<file path="config.mk">
export PLATFORM = sky130hd
export DESIGN_NAME = bus_area_config
export DESIGN_NICKNAME = d
export VERILOG_FILES = /design/src/core/bac_pkg.sv /design/src/core/pin_sync3.sv /design/src/core/standby_pin_ctl.sv /design/src/core/bus_area_config.sv
export VERILOG_INCLUDE_DIRS = /design/src /design/src/core
export SDC_FILE = /design/constraint.sdc
export NUM_CORES = 1
export LEC_CHECK = 0
export CAP_MARGIN = 20
export CORE_ASPECT_RATIO = 1.2
export CORE_MARGIN = 2
export CORE_UTILIZATION = 40
export DETAILED_ROUTE_END_ITERATION = 8
export DONT_BUFFER_PORTS = 1
export PLACE_DENSITY = 0.59
export SYNTH_ARGS = -nofsm -noshare
export SYNTH_HDL_FRONTEND = slang
export SYNTH_HIERARCHICAL = 1
export SYNTH_SLANG_ARGS = --single-unit
export TNS_END_PERCENT = 100
</file>
<file path="constraint.sdc">
create_clock -name clk_sys_i -period 2.52 [get_ports clk_sys_i]
set_input_delay 0.504 -clock clk_sys_i [delete_from_list [all_inputs] [get_ports clk_sys_i]]
set_output_delay 0.504 -clock clk_sys_i [all_outputs]
set_load 0.02 [all_outputs]
</file>
<file path="src/core/bac_params.svh">
// Constants of the bus area configuration block
`ifndef BAC_PARAMS_SVH
`define BAC_PARAMS_SVH

// ----------------------------------------
// Register bus map
// ----------------------------------------
`define BAC_ADR_W 8
`define BAC_REG_OFS 8'h00
`define BAC_RESET_VAL 16'h0000
`define BAC_WMASK 16'h37FF
`define BAC_RSV_MASK 16'hC000

// ----------------------------------------
// Field positions
// ----------------------------------------
`define BAC_STBY_FLOAT_BIT 13
`define BAC_STRB_FLOAT_BIT 12
`define BAC_ORDER_BIT 11
`define BAC_A0_BURST_LSB 9
`define BAC_A5_BURST_LSB 7
`define BAC_A6_BURST_LSB 5
`define BAC_MTYPE_LSB 2
`define BAC_A5_CARD_BIT 1
`define BAC_A6_CARD_BIT 0

// ----------------------------------------
// Field codes and counts
// ----------------------------------------
`define BAC_BURST_ORD 2'h0
`define BAC_BURST_4 2'h1
`define BAC_BURST_8 2'h2
`define BAC_BEATS_0 5'h00
`define BAC_BEATS_4 5'h04
`define BAC_BEATS_8 5'h08
`define BAC_BEATS_16 5'h10
`define BAC_MT_NORMAL 3'h0
`define BAC_MT_A3_SDRAM 3'h2
`define BAC_MT_BOTH_SDRAM 3'h3
`define BAC_MT_A3_DRAM 3'h4
`define BAC_MT_BOTH_DRAM 3'h5
`define BAC_STRAP_SETTLE 3'h4

`endif

</file>
<file path="src/core/bac_pkg.sv">
// Types shared by the bus area configuration block
`include "bac_params.svh"
package bac_pkg;
  // Memory strobes that float or go high in standby
  typedef struct packed {
    logic bus_start;
    logic chip_sel;
    logic rd_wr;
    logic byte_en;
    logic rd;
    logic card_enable_2a;
    logic card_enable_2b;
    logic dma_ack_out;
  } strobe_t;

  // External memory pin values
  typedef struct packed {
    logic [25:0] addr;
    strobe_t strb;
    logic ras;
    logic cas;
  } mem_pins_t;

  // Output enables of the pin groups
  typedef struct packed {
    logic addr;
    logic strb;
    logic rascas;
  } pins_oe_t;

  // Strap capture states
  typedef enum logic [1:0] {
    ST_SETTLE = 2'b01,
    ST_HELD = 2'b10
  } strap_st_t;
endpackage

</file>
<file path="src/core/pin_sync3.sv">
// Three-stage synchroniser with agreement filter
`timescale 1ns/10ps
module pin_sync3 (
  input wire logic clk_sys_i, // System clock
  input wire logic arst_n_i, // Async reset, active low
  input wire logic pin_i, // Asynchronous pin
  output logic level_o // Filtered level
);
  logic s1_q;
  logic s2_q;
  logic s3_q;
  logic level_q;

  // Stage one feeds stage two only, to keep metastability contained
  always_ff @(posedge clk_sys_i or negedge arst_n_i) begin
    if (!arst_n_i) begin
      s1_q <= 1'b0;
      s2_q <= 1'b0;
      s3_q <= 1'b0;
      level_q <= 1'b0;
    end else begin
      s1_q <= pin_i;
      s2_q <= s1_q;
      s3_q <= s2_q;
      if (s2_q == s3_q) begin
        level_q <= s3_q;
      end
    end
  end

  assign level_o = level_q;
endmodule // pin_sync3

</file>
<file path="src/core/standby_pin_ctl.sv">
// Standby and bus release pin drive control
`timescale 1ns/10ps
module standby_pin_ctl
  import bac_pkg::*;
(
  input wire logic clk_sys_i, // System clock
  input wire logic arst_n_i, // Async reset, active low
  input wire logic standby_i, // Standby mode
  input wire logic bus_release_i, // Bus handed to another master
  input wire logic standby_pin_float_sel_i, // 1: drive in standby
  input wire logic strobe_float_sel_i, // 1: keep row/column strobes driven
  input wire mem_pins_t norm_pins_i, // Values from the bus controller
  output mem_pins_t pins_o, // Pin values
  output pins_oe_t pins_oe_o // Pin output enables
);
  mem_pins_t pins_d;
  mem_pins_t pins_q;
  pins_oe_t oe_d;
  pins_oe_t oe_q;
  logic rascas_idle;

  // Standby parks address low and strobes high, or floats them
  assign rascas_idle = standby_i | bus_release_i;
  assign pins_d.addr = standby_i ? '0 : norm_pins_i.addr;
  assign pins_d.strb = standby_i ? '1 : norm_pins_i.strb;
  assign pins_d.ras = norm_pins_i.ras;
  assign pins_d.cas = norm_pins_i.cas;
  assign oe_d.addr = ~standby_i | standby_pin_float_sel_i;
  assign oe_d.strb = ~standby_i | standby_pin_float_sel_i;
  assign oe_d.rascas = ~rascas_idle | strobe_float_sel_i;

  // Registered so the pads see glitch-free levels
  always_ff @(posedge clk_sys_i or negedge arst_n_i) begin
    if (!arst_n_i) begin
      pins_q <= '0;
      oe_q <= '0;
    end else begin
      pins_q <= pins_d;
      oe_q <= oe_d;
    end
  end

  assign pins_o = pins_q;
  assign pins_oe_o = oe_q;
endmodule // standby_pin_ctl

</file>
<file path="src/core/bus_area_config.sv">
// Bus area configuration register with Wishbone slave
`timescale 1ns/10ps
`include "bac_params.svh"

module bus_area_config
  import bac_pkg::*;
(
  input wire logic clk_sys_i, // System clock, 200 MHz
  input wire logic arst_n_i, // Power-on reset, async, active low
  input wire logic manual_rst_i, // Manual reset, leaves register alone
  input wire logic wb_cyc_i, // Wishbone cycle
  input wire logic wb_stb_i, // Wishbone strobe
  input wire logic wb_we_i, // Wishbone write
  input wire logic [`BAC_ADR_W-1:0] wb_adr_i, // Wishbone byte address
  input wire logic [3:0] wb_sel_i, // Wishbone byte selects
  input wire logic [31:0] wb_dat_i, // Wishbone write data
  output logic [31:0] wb_dat_o, // Wishbone read data
  output logic wb_ack_o, // Wishbone acknowledge
  input wire logic byte_order_strap_i, // Byte order strap pin
  input wire logic standby_i, // Standby mode
  input wire logic bus_release_i, // Bus released to another master
  input wire mem_pins_t norm_pins_i, // Pin values from bus controller
  output mem_pins_t pins_o, // External memory pin values
  output pins_oe_t pins_oe_o, // External memory pin enables
  output logic [2:0][4:0] area_burst_beats_o, // Beats for areas 0,5,6; 0 = ordinary
  output logic area5_card_space_o, // Area 5 uses card interface
  output logic area6_card_space_o, // Area 6 uses card interface
  output logic area5_io_card_en_o, // Area 5 I/O card cycles allowed
  output logic area6_io_card_en_o, // Area 6 I/O card cycles allowed
  output logic area2_dram_o, // Area 2 is DRAM
  output logic area3_dram_o, // Area 3 is DRAM
  output logic area2_sdram_o, // Area 2 is SDRAM
  output logic area3_sdram_o, // Area 3 is SDRAM
  output logic mem_type_rsvd_o, // Reserved memory type code set
  output logic little_endian_o, // Byte order for all areas
  output logic strap_valid_o // Byte order flag has been latched
);
  // ----------------------------------------
  // Declarations
  // ----------------------------------------
  logic [15:0] ctl_q;
  logic [15:0] ctl_d;
  logic [15:0] lane_mask;
  logic [15:0] wdat16;
  logic [15:0] rd_val;
  logic [31:0] dat_q;
  logic [31:0] dat_d;
  logic ack_q;
  logic ack_d;
  logic req;
  logic reg_hit;
  logic wr_hit;
  logic strap_lvl;
  logic strap_q;
  logic strap_d;
  strap_st_t st_q;
  strap_st_t st_d;
  logic [2:0] settle_q;
  logic [2:0] settle_d;
  logic [2:0] mtype;
  logic [5:0] burst_fields;

  // ----------------------------------------
  // Bus decode
  // ----------------------------------------
  // Unmapped words still ack, read as zero, and drop writes
  assign req = wb_cyc_i & wb_stb_i;
  assign reg_hit = (wb_adr_i[`BAC_ADR_W-1:2] == `BAC_REG_OFS >> 2);
  assign wr_hit = req & wb_we_i & ack_q & reg_hit;
  assign wdat16 = wb_dat_i[15:0];
  assign lane_mask = {{8{wb_sel_i[1]}}, {8{wb_sel_i[0]}}} & `BAC_WMASK;
  assign ctl_d = (ctl_q & ~lane_mask) | (wdat16 & lane_mask);
  assign ack_d = req & ~ack_q;

  // Read view: reserved bits zero, flag from the latch
  assign rd_val = {2'h0, ctl_q[13:12], strap_q, ctl_q[10:0]};
  assign dat_d = (req & ~wb_we_i & reg_hit) ? {16'h0000, rd_val} : 32'h0000_0000;

  // One-cycle ack; write lands on the edge the master sees it
  always_ff @(posedge clk_sys_i or negedge arst_n_i) begin
    if (!arst_n_i) begin
      ack_q <= 1'b0;
      dat_q <= 32'h0000_0000;
    end else begin
      ack_q <= ack_d;
      dat_q <= dat_d;
    end
  end

  // ----------------------------------------
  // Configuration register
  // ----------------------------------------
  // Only power-on reset clears it; manual reset and standby are not inputs here
  always_ff @(posedge clk_sys_i or negedge arst_n_i) begin
    if (!arst_n_i) begin
      ctl_q <= `BAC_RESET_VAL;
    end else if (wr_hit) begin
      ctl_q <= ctl_d;
    end
  end

  // ----------------------------------------
  // Byte order strap capture
  // ----------------------------------------
  pin_sync3 u_strap_sync (
    .clk_sys_i(clk_sys_i),
    .arst_n_i(arst_n_i),
    .pin_i(byte_order_strap_i),
    .level_o(strap_lvl)
  );

  // Wait for the synchroniser to fill, then hold until next power-on
  always_comb begin
    st_d = st_q;
    settle_d = settle_q;
    strap_d = strap_q;
    case (st_q)
      ST_SETTLE: begin
        if (settle_q == `BAC_STRAP_SETTLE) begin
          strap_d = strap_lvl;
          st_d = ST_HELD;
        end else begin
          settle_d = settle_q + 3'h1;
        end
      end
      ST_HELD: begin
        strap_d = strap_q;
      end
      default: begin
        st_d = ST_SETTLE;
        settle_d = 3'h0;
      end
    endcase
  end

  always_ff @(posedge clk_sys_i or negedge arst_n_i) begin
    if (!arst_n_i) begin
      st_q <= ST_SETTLE;
      settle_q <= 3'h0;
      strap_q <= 1'b0;
    end else begin
      st_q <= st_d;
      settle_q <= settle_d;
      strap_q <= strap_d;
    end
  end

  // ----------------------------------------
  // Decoded configuration
  // ----------------------------------------
  assign burst_fields = {ctl_q[`BAC_A6_BURST_LSB+:2], ctl_q[`BAC_A5_BURST_LSB+:2], ctl_q[`BAC_A0_BURST_LSB+:2]};

  // Burst beats per area; index 0 = area 0, 1 = area 5, 2 = area 6
  for (genvar g = 0; g < 3; g++) begin : g_burst
    logic [1:0] fld;
    assign fld = burst_fields[2*g+:2];
    assign area_burst_beats_o[g] = (fld == `BAC_BURST_ORD) ? `BAC_BEATS_0 :
                                   (fld == `BAC_BURST_4) ? `BAC_BEATS_4 :
                                   (fld == `BAC_BURST_8) ? `BAC_BEATS_8 : `BAC_BEATS_16;
  end

  // Area 2/3 memory type; reserved codes leave both areas normal
  assign mtype = ctl_q[`BAC_MTYPE_LSB+:3];
  assign area2_dram_o = (mtype == `BAC_MT_BOTH_DRAM);
  assign area3_dram_o = (mtype == `BAC_MT_BOTH_DRAM) | (mtype == `BAC_MT_A3_DRAM);
  assign area2_sdram_o = (mtype == `BAC_MT_BOTH_SDRAM);
  assign area3_sdram_o = (mtype == `BAC_MT_BOTH_SDRAM) | (mtype == `BAC_MT_A3_SDRAM);
  assign mem_type_rsvd_o = ~(area3_dram_o | area3_sdram_o | (mtype == `BAC_MT_NORMAL));

  // Card space; area 5 never runs I/O card cycles
  assign area5_card_space_o = ctl_q[`BAC_A5_CARD_BIT];
  assign area6_card_space_o = ctl_q[`BAC_A6_CARD_BIT];
  assign area5_io_card_en_o = 1'b0;
  assign area6_io_card_en_o = ctl_q[`BAC_A6_CARD_BIT];

  assign little_endian_o = strap_q;
  assign strap_valid_o = (st_q == ST_HELD);
  assign wb_ack_o = ack_q;
  assign wb_dat_o = dat_q;

  // ----------------------------------------
  // Pin drive
  // ----------------------------------------
  standby_pin_ctl u_pins (
    .clk_sys_i(clk_sys_i),
    .arst_n_i(arst_n_i),
    .standby_i(standby_i),
    .bus_release_i(bus_release_i),
    .standby_pin_float_sel_i(ctl_q[`BAC_STBY_FLOAT_BIT]),
    .strobe_float_sel_i(ctl_q[`BAC_STRB_FLOAT_BIT]),
    .norm_pins_i(norm_pins_i),
    .pins_o(pins_o),
    .pins_oe_o(pins_oe_o)
  );
endmodule // bus_area_config

</file>
==> impl_results.md <==
- Initial antenna violation count: 2
- Internal Power: between 1.5 and 2 mW
- Maximum vdd drop: 0.3519 mV
- Unique cell type count in the Yosys netlist: 31
- Sw frac: about a quarter
- Ratio of cells with drive above 1 in the final layout: between 10% and 20%
- Via count: 1437
- Largest net degree at the start of global routing: 77
- FMAX: 497.8 MHz
- Initial DRC count: 55
- WP depth: 2
- Power per cell area: 773.8 nW/um^2
- Sink Count: between 70 and 80
- RD Place Congestion: 0.7282
- Die Ht: about 100 um
- Starting Density: 40.69%
- Syn-to-layout area delta: 7.788%
- Vias per cell: around 4.6
- Final setup TNS: 0 ns
- Worst slack at placement: approximately 0.8 ns
- Worst-Skew Late Latency: 0.34 ns
- P_leak: roughly 1.5 nW
- Period utilization: about four fifths
- Core area: between 7000 and 8000 sq um
- # fillers: around 640
- Post-CTS Setup Inserts: 0
- Port Buf Inserts: 0
- Largest stage delay, worst path: roughly 0.44 ns
- CP endpoint kind: output port
- Most frequent cells in the layout: dfrtp_1 (75), nor2b_1 (31), conb_1 (25)
- CP top delay family: simple AND/OR/NAND/NOR gates
- H-tree levels: 3
- GRT Residual Overflow: 0
- Synthesized area: about 2900 sq um
- Crit-path slowest cell: nor2b_1
- Finish-stage setup viols: 0
- Startpoint Class: flop
- Setup CP Type: reg2out
- Total Die Area: between 7000 and 8000 sq um
- Status: finished, final reports clean
- Reg2reg setup slack: about 1.0 ns
- Vias in the first global route: between 1000 and 1500
- Req. time, crit path: 2.02 ns
- R2r worst-path depth: 3
- RR Startpoint: wb_ack_o
- Crit path capture: area2_sdram_o
- DP HPWL: approximately 3400 um
- DR WL/cell: approximately 16 um
- Syn Inst Count: ~210
- Crit Path Max Fanout: 6
- Most common library cell in the layout ignoring fill and taps: dfrtp_1
- First-pass DRT Iterations: 2
- GRT Total Usage: approximately an eighth
- Fin Clk Skew: ~0.0056 ns
- Clk network pwr share: approximately two fifths
- Post-DRT Antenna Nets: 0
- Boundary Pins: ~190
- Combinational power share: approximately 3.8%
- Yosys reg bits: 76
- Die X: between 80 and 90 um
- RSZ-0062 raised after global routing: no
- Slew Limit Fails: 0
- Register area: between 1500 and 2000 sq um
- P_sw: 579.3 uW
- Core Util, Final: 43.86%
- Post-Route WL: roughly 5000 um
- Sequential fraction of design power: 54.5%
- CTS tree: built
- Layout Nets: 310
- Num CTS Buffers: 9
- Reg clk slew, reported paths: roughly 0.08 ns
- Bufs and invs on worst path: 0
- Worst path cell trace: nor2b_1 -> and2_1
- First-pass GRT wire length: 7176 um
- Maxcap violations: 0
- DR DRC count: 0
- Ys Warns: 6
- Multi-input logic area: 854.6 sq um
- Slack of the critical path: 0.5110 ns
- Clock buffer depth: 2
- Clock root buffer: clkbuf_8
- Final Critical Period: 2.009 ns
- Sequential share of the synthesized area: about two thirds
- Mapped Avg Cell Area: ~14 sq um
- Rows: 34
- CP arrival: 1.51 ns
- Hold Path Class: in2async
- Final Hold Fails: 0
## power groups by stage
stage	clock network, mW	logic, mW	registers (mW)
after detailed placement	0	0.0666	1.35
final	1.01	0.0930	1.32
after floorplan	0	0.101	1.34
after global routing	1.10	0.105	1.33
after CTS	1.05	0.0949	1.32
after global placement	0	0.0643	1.35
## kinds of logic (layout without fill, tap and decap cells)
logic type	count (synthesis)	in the layout	share of synthesized area (%)
AO/OA/AOI/OAI	5	5	1.076
adder cells (fa/ha/maj)	3	3	1.248
buffers and inverters	34	20	8.261
flip-flops	76	76	65.45
multiplexers	15	15	5.809
other	1	26	0.1290
AND/OR/NAND/NOR	80	80	18.03
## Yosys cell counts
cell / number / area share, %
and3b_2: 1 / 0.34
nor4_4: 1 / 0.73
inv_1: 3 / 0.39
conb_1: 1 / 0.13
nor2_1: 2 / 0.26
dfrtp_1: 75 / 65
buf_6: 1 / 0.39
nand4b_1: 1 / 0.30
a22o_1: 1 / 0.30
nand4_2: 1 / 0.43
buf_4: 27 / 7.0
and2_1: 20 / 4.3
buf_2: 2 / 0.34
and4bb_2: 1 / 0.43
or2_1: 7 / 1.5
dfstp_2: 1 / 0.90
mux2_2: 15 / 5.8
or2_2: 1 / 0.22
a21oi_1: 1 / 0.17
nand2_1: 5 / 0.65
clkbuf_2: 1 / 0.17
ha_1: 2 / 0.86
nand3b_1: 1 / 0.26
o21bai_1: 1 / 0.26
nor2b_1: 31 / 6.7
nand2b_1: 2 / 0.43
and2b_1: 4 / 1.0
or2b_1: 1 / 0.26
maj3_2: 1 / 0.39
nand4_1: 1 / 0.22
o21ai_0: 2 / 0.34
## cell type report
type	count	share of cell area, %
inverter	3	0.3593
multi-input combinational	128	27.27
clock buffer	9	3.952
sequential	76	60.72
tap	90	3.593
clock inverter	7	3.154
antenna	1	0.07984
timing repair buffer	1	0.8782
## worst min path at each step
stage	start	to	cells after the start
floorplan	arst_n_i	asynchronous set/reset pin	0
global placement	arst_n_i	settle_q[2]	0
detailed placement	arst_n_i	st_q[1]	0
CTS	arst_n_i	little_endian_o	1
global route	arst_n_i	settle_q[1]	1
finish	arst_n_i	settle_q[1]	1
## stage by stage
| stage | power [mW] | hold WS, ns | std cells | area (sq um) |
|---|---|---|---|---|
| 4_1_cts | 2.465 | 0.04007 | 314 | 3132 |
| 5_1_grt | 2.535 | 0.04824 | 315 | 3134 |
| 3_5_place_dp | 1.413 | 0.2106 | 297 | 2882 |
| 3_3_place_gp | 1.411 | 0.2100 | 297 | 2882 |
| 6_report | 2.425 | 0.04923 | 315 | 3134 |
| 2_1_floorplan | 1.440 | 0.2084 | 238 | 2998 |
## metal layers
metal  up-vias  track usage [%]  share of wire [%]
li1        635                -                  -
met1       702            13.12                 36
met2        83            19.26                 49
met3        15            6.506                 11
met4         2            8.846                3.5
met5         -                0               0.41
## worst register-to-register path: cells and delay by family, from the launching register on
kind          cells  cell delay (ns)
flops             1             0.48
mux               1             0.38
simple gates      2             0.51
## repair_timing
| item | 4_1_cts | 5_1_grt |
|---|---|---|
| hold buffers | 1 | 0 |
| resized for setup | 0 | 0 |
| setup endpoints to repair | 0 | 0 |
| endpoints found under the hold margin | 76 | 0 |
Note: power is estimated with default switching activity, not from simulation.
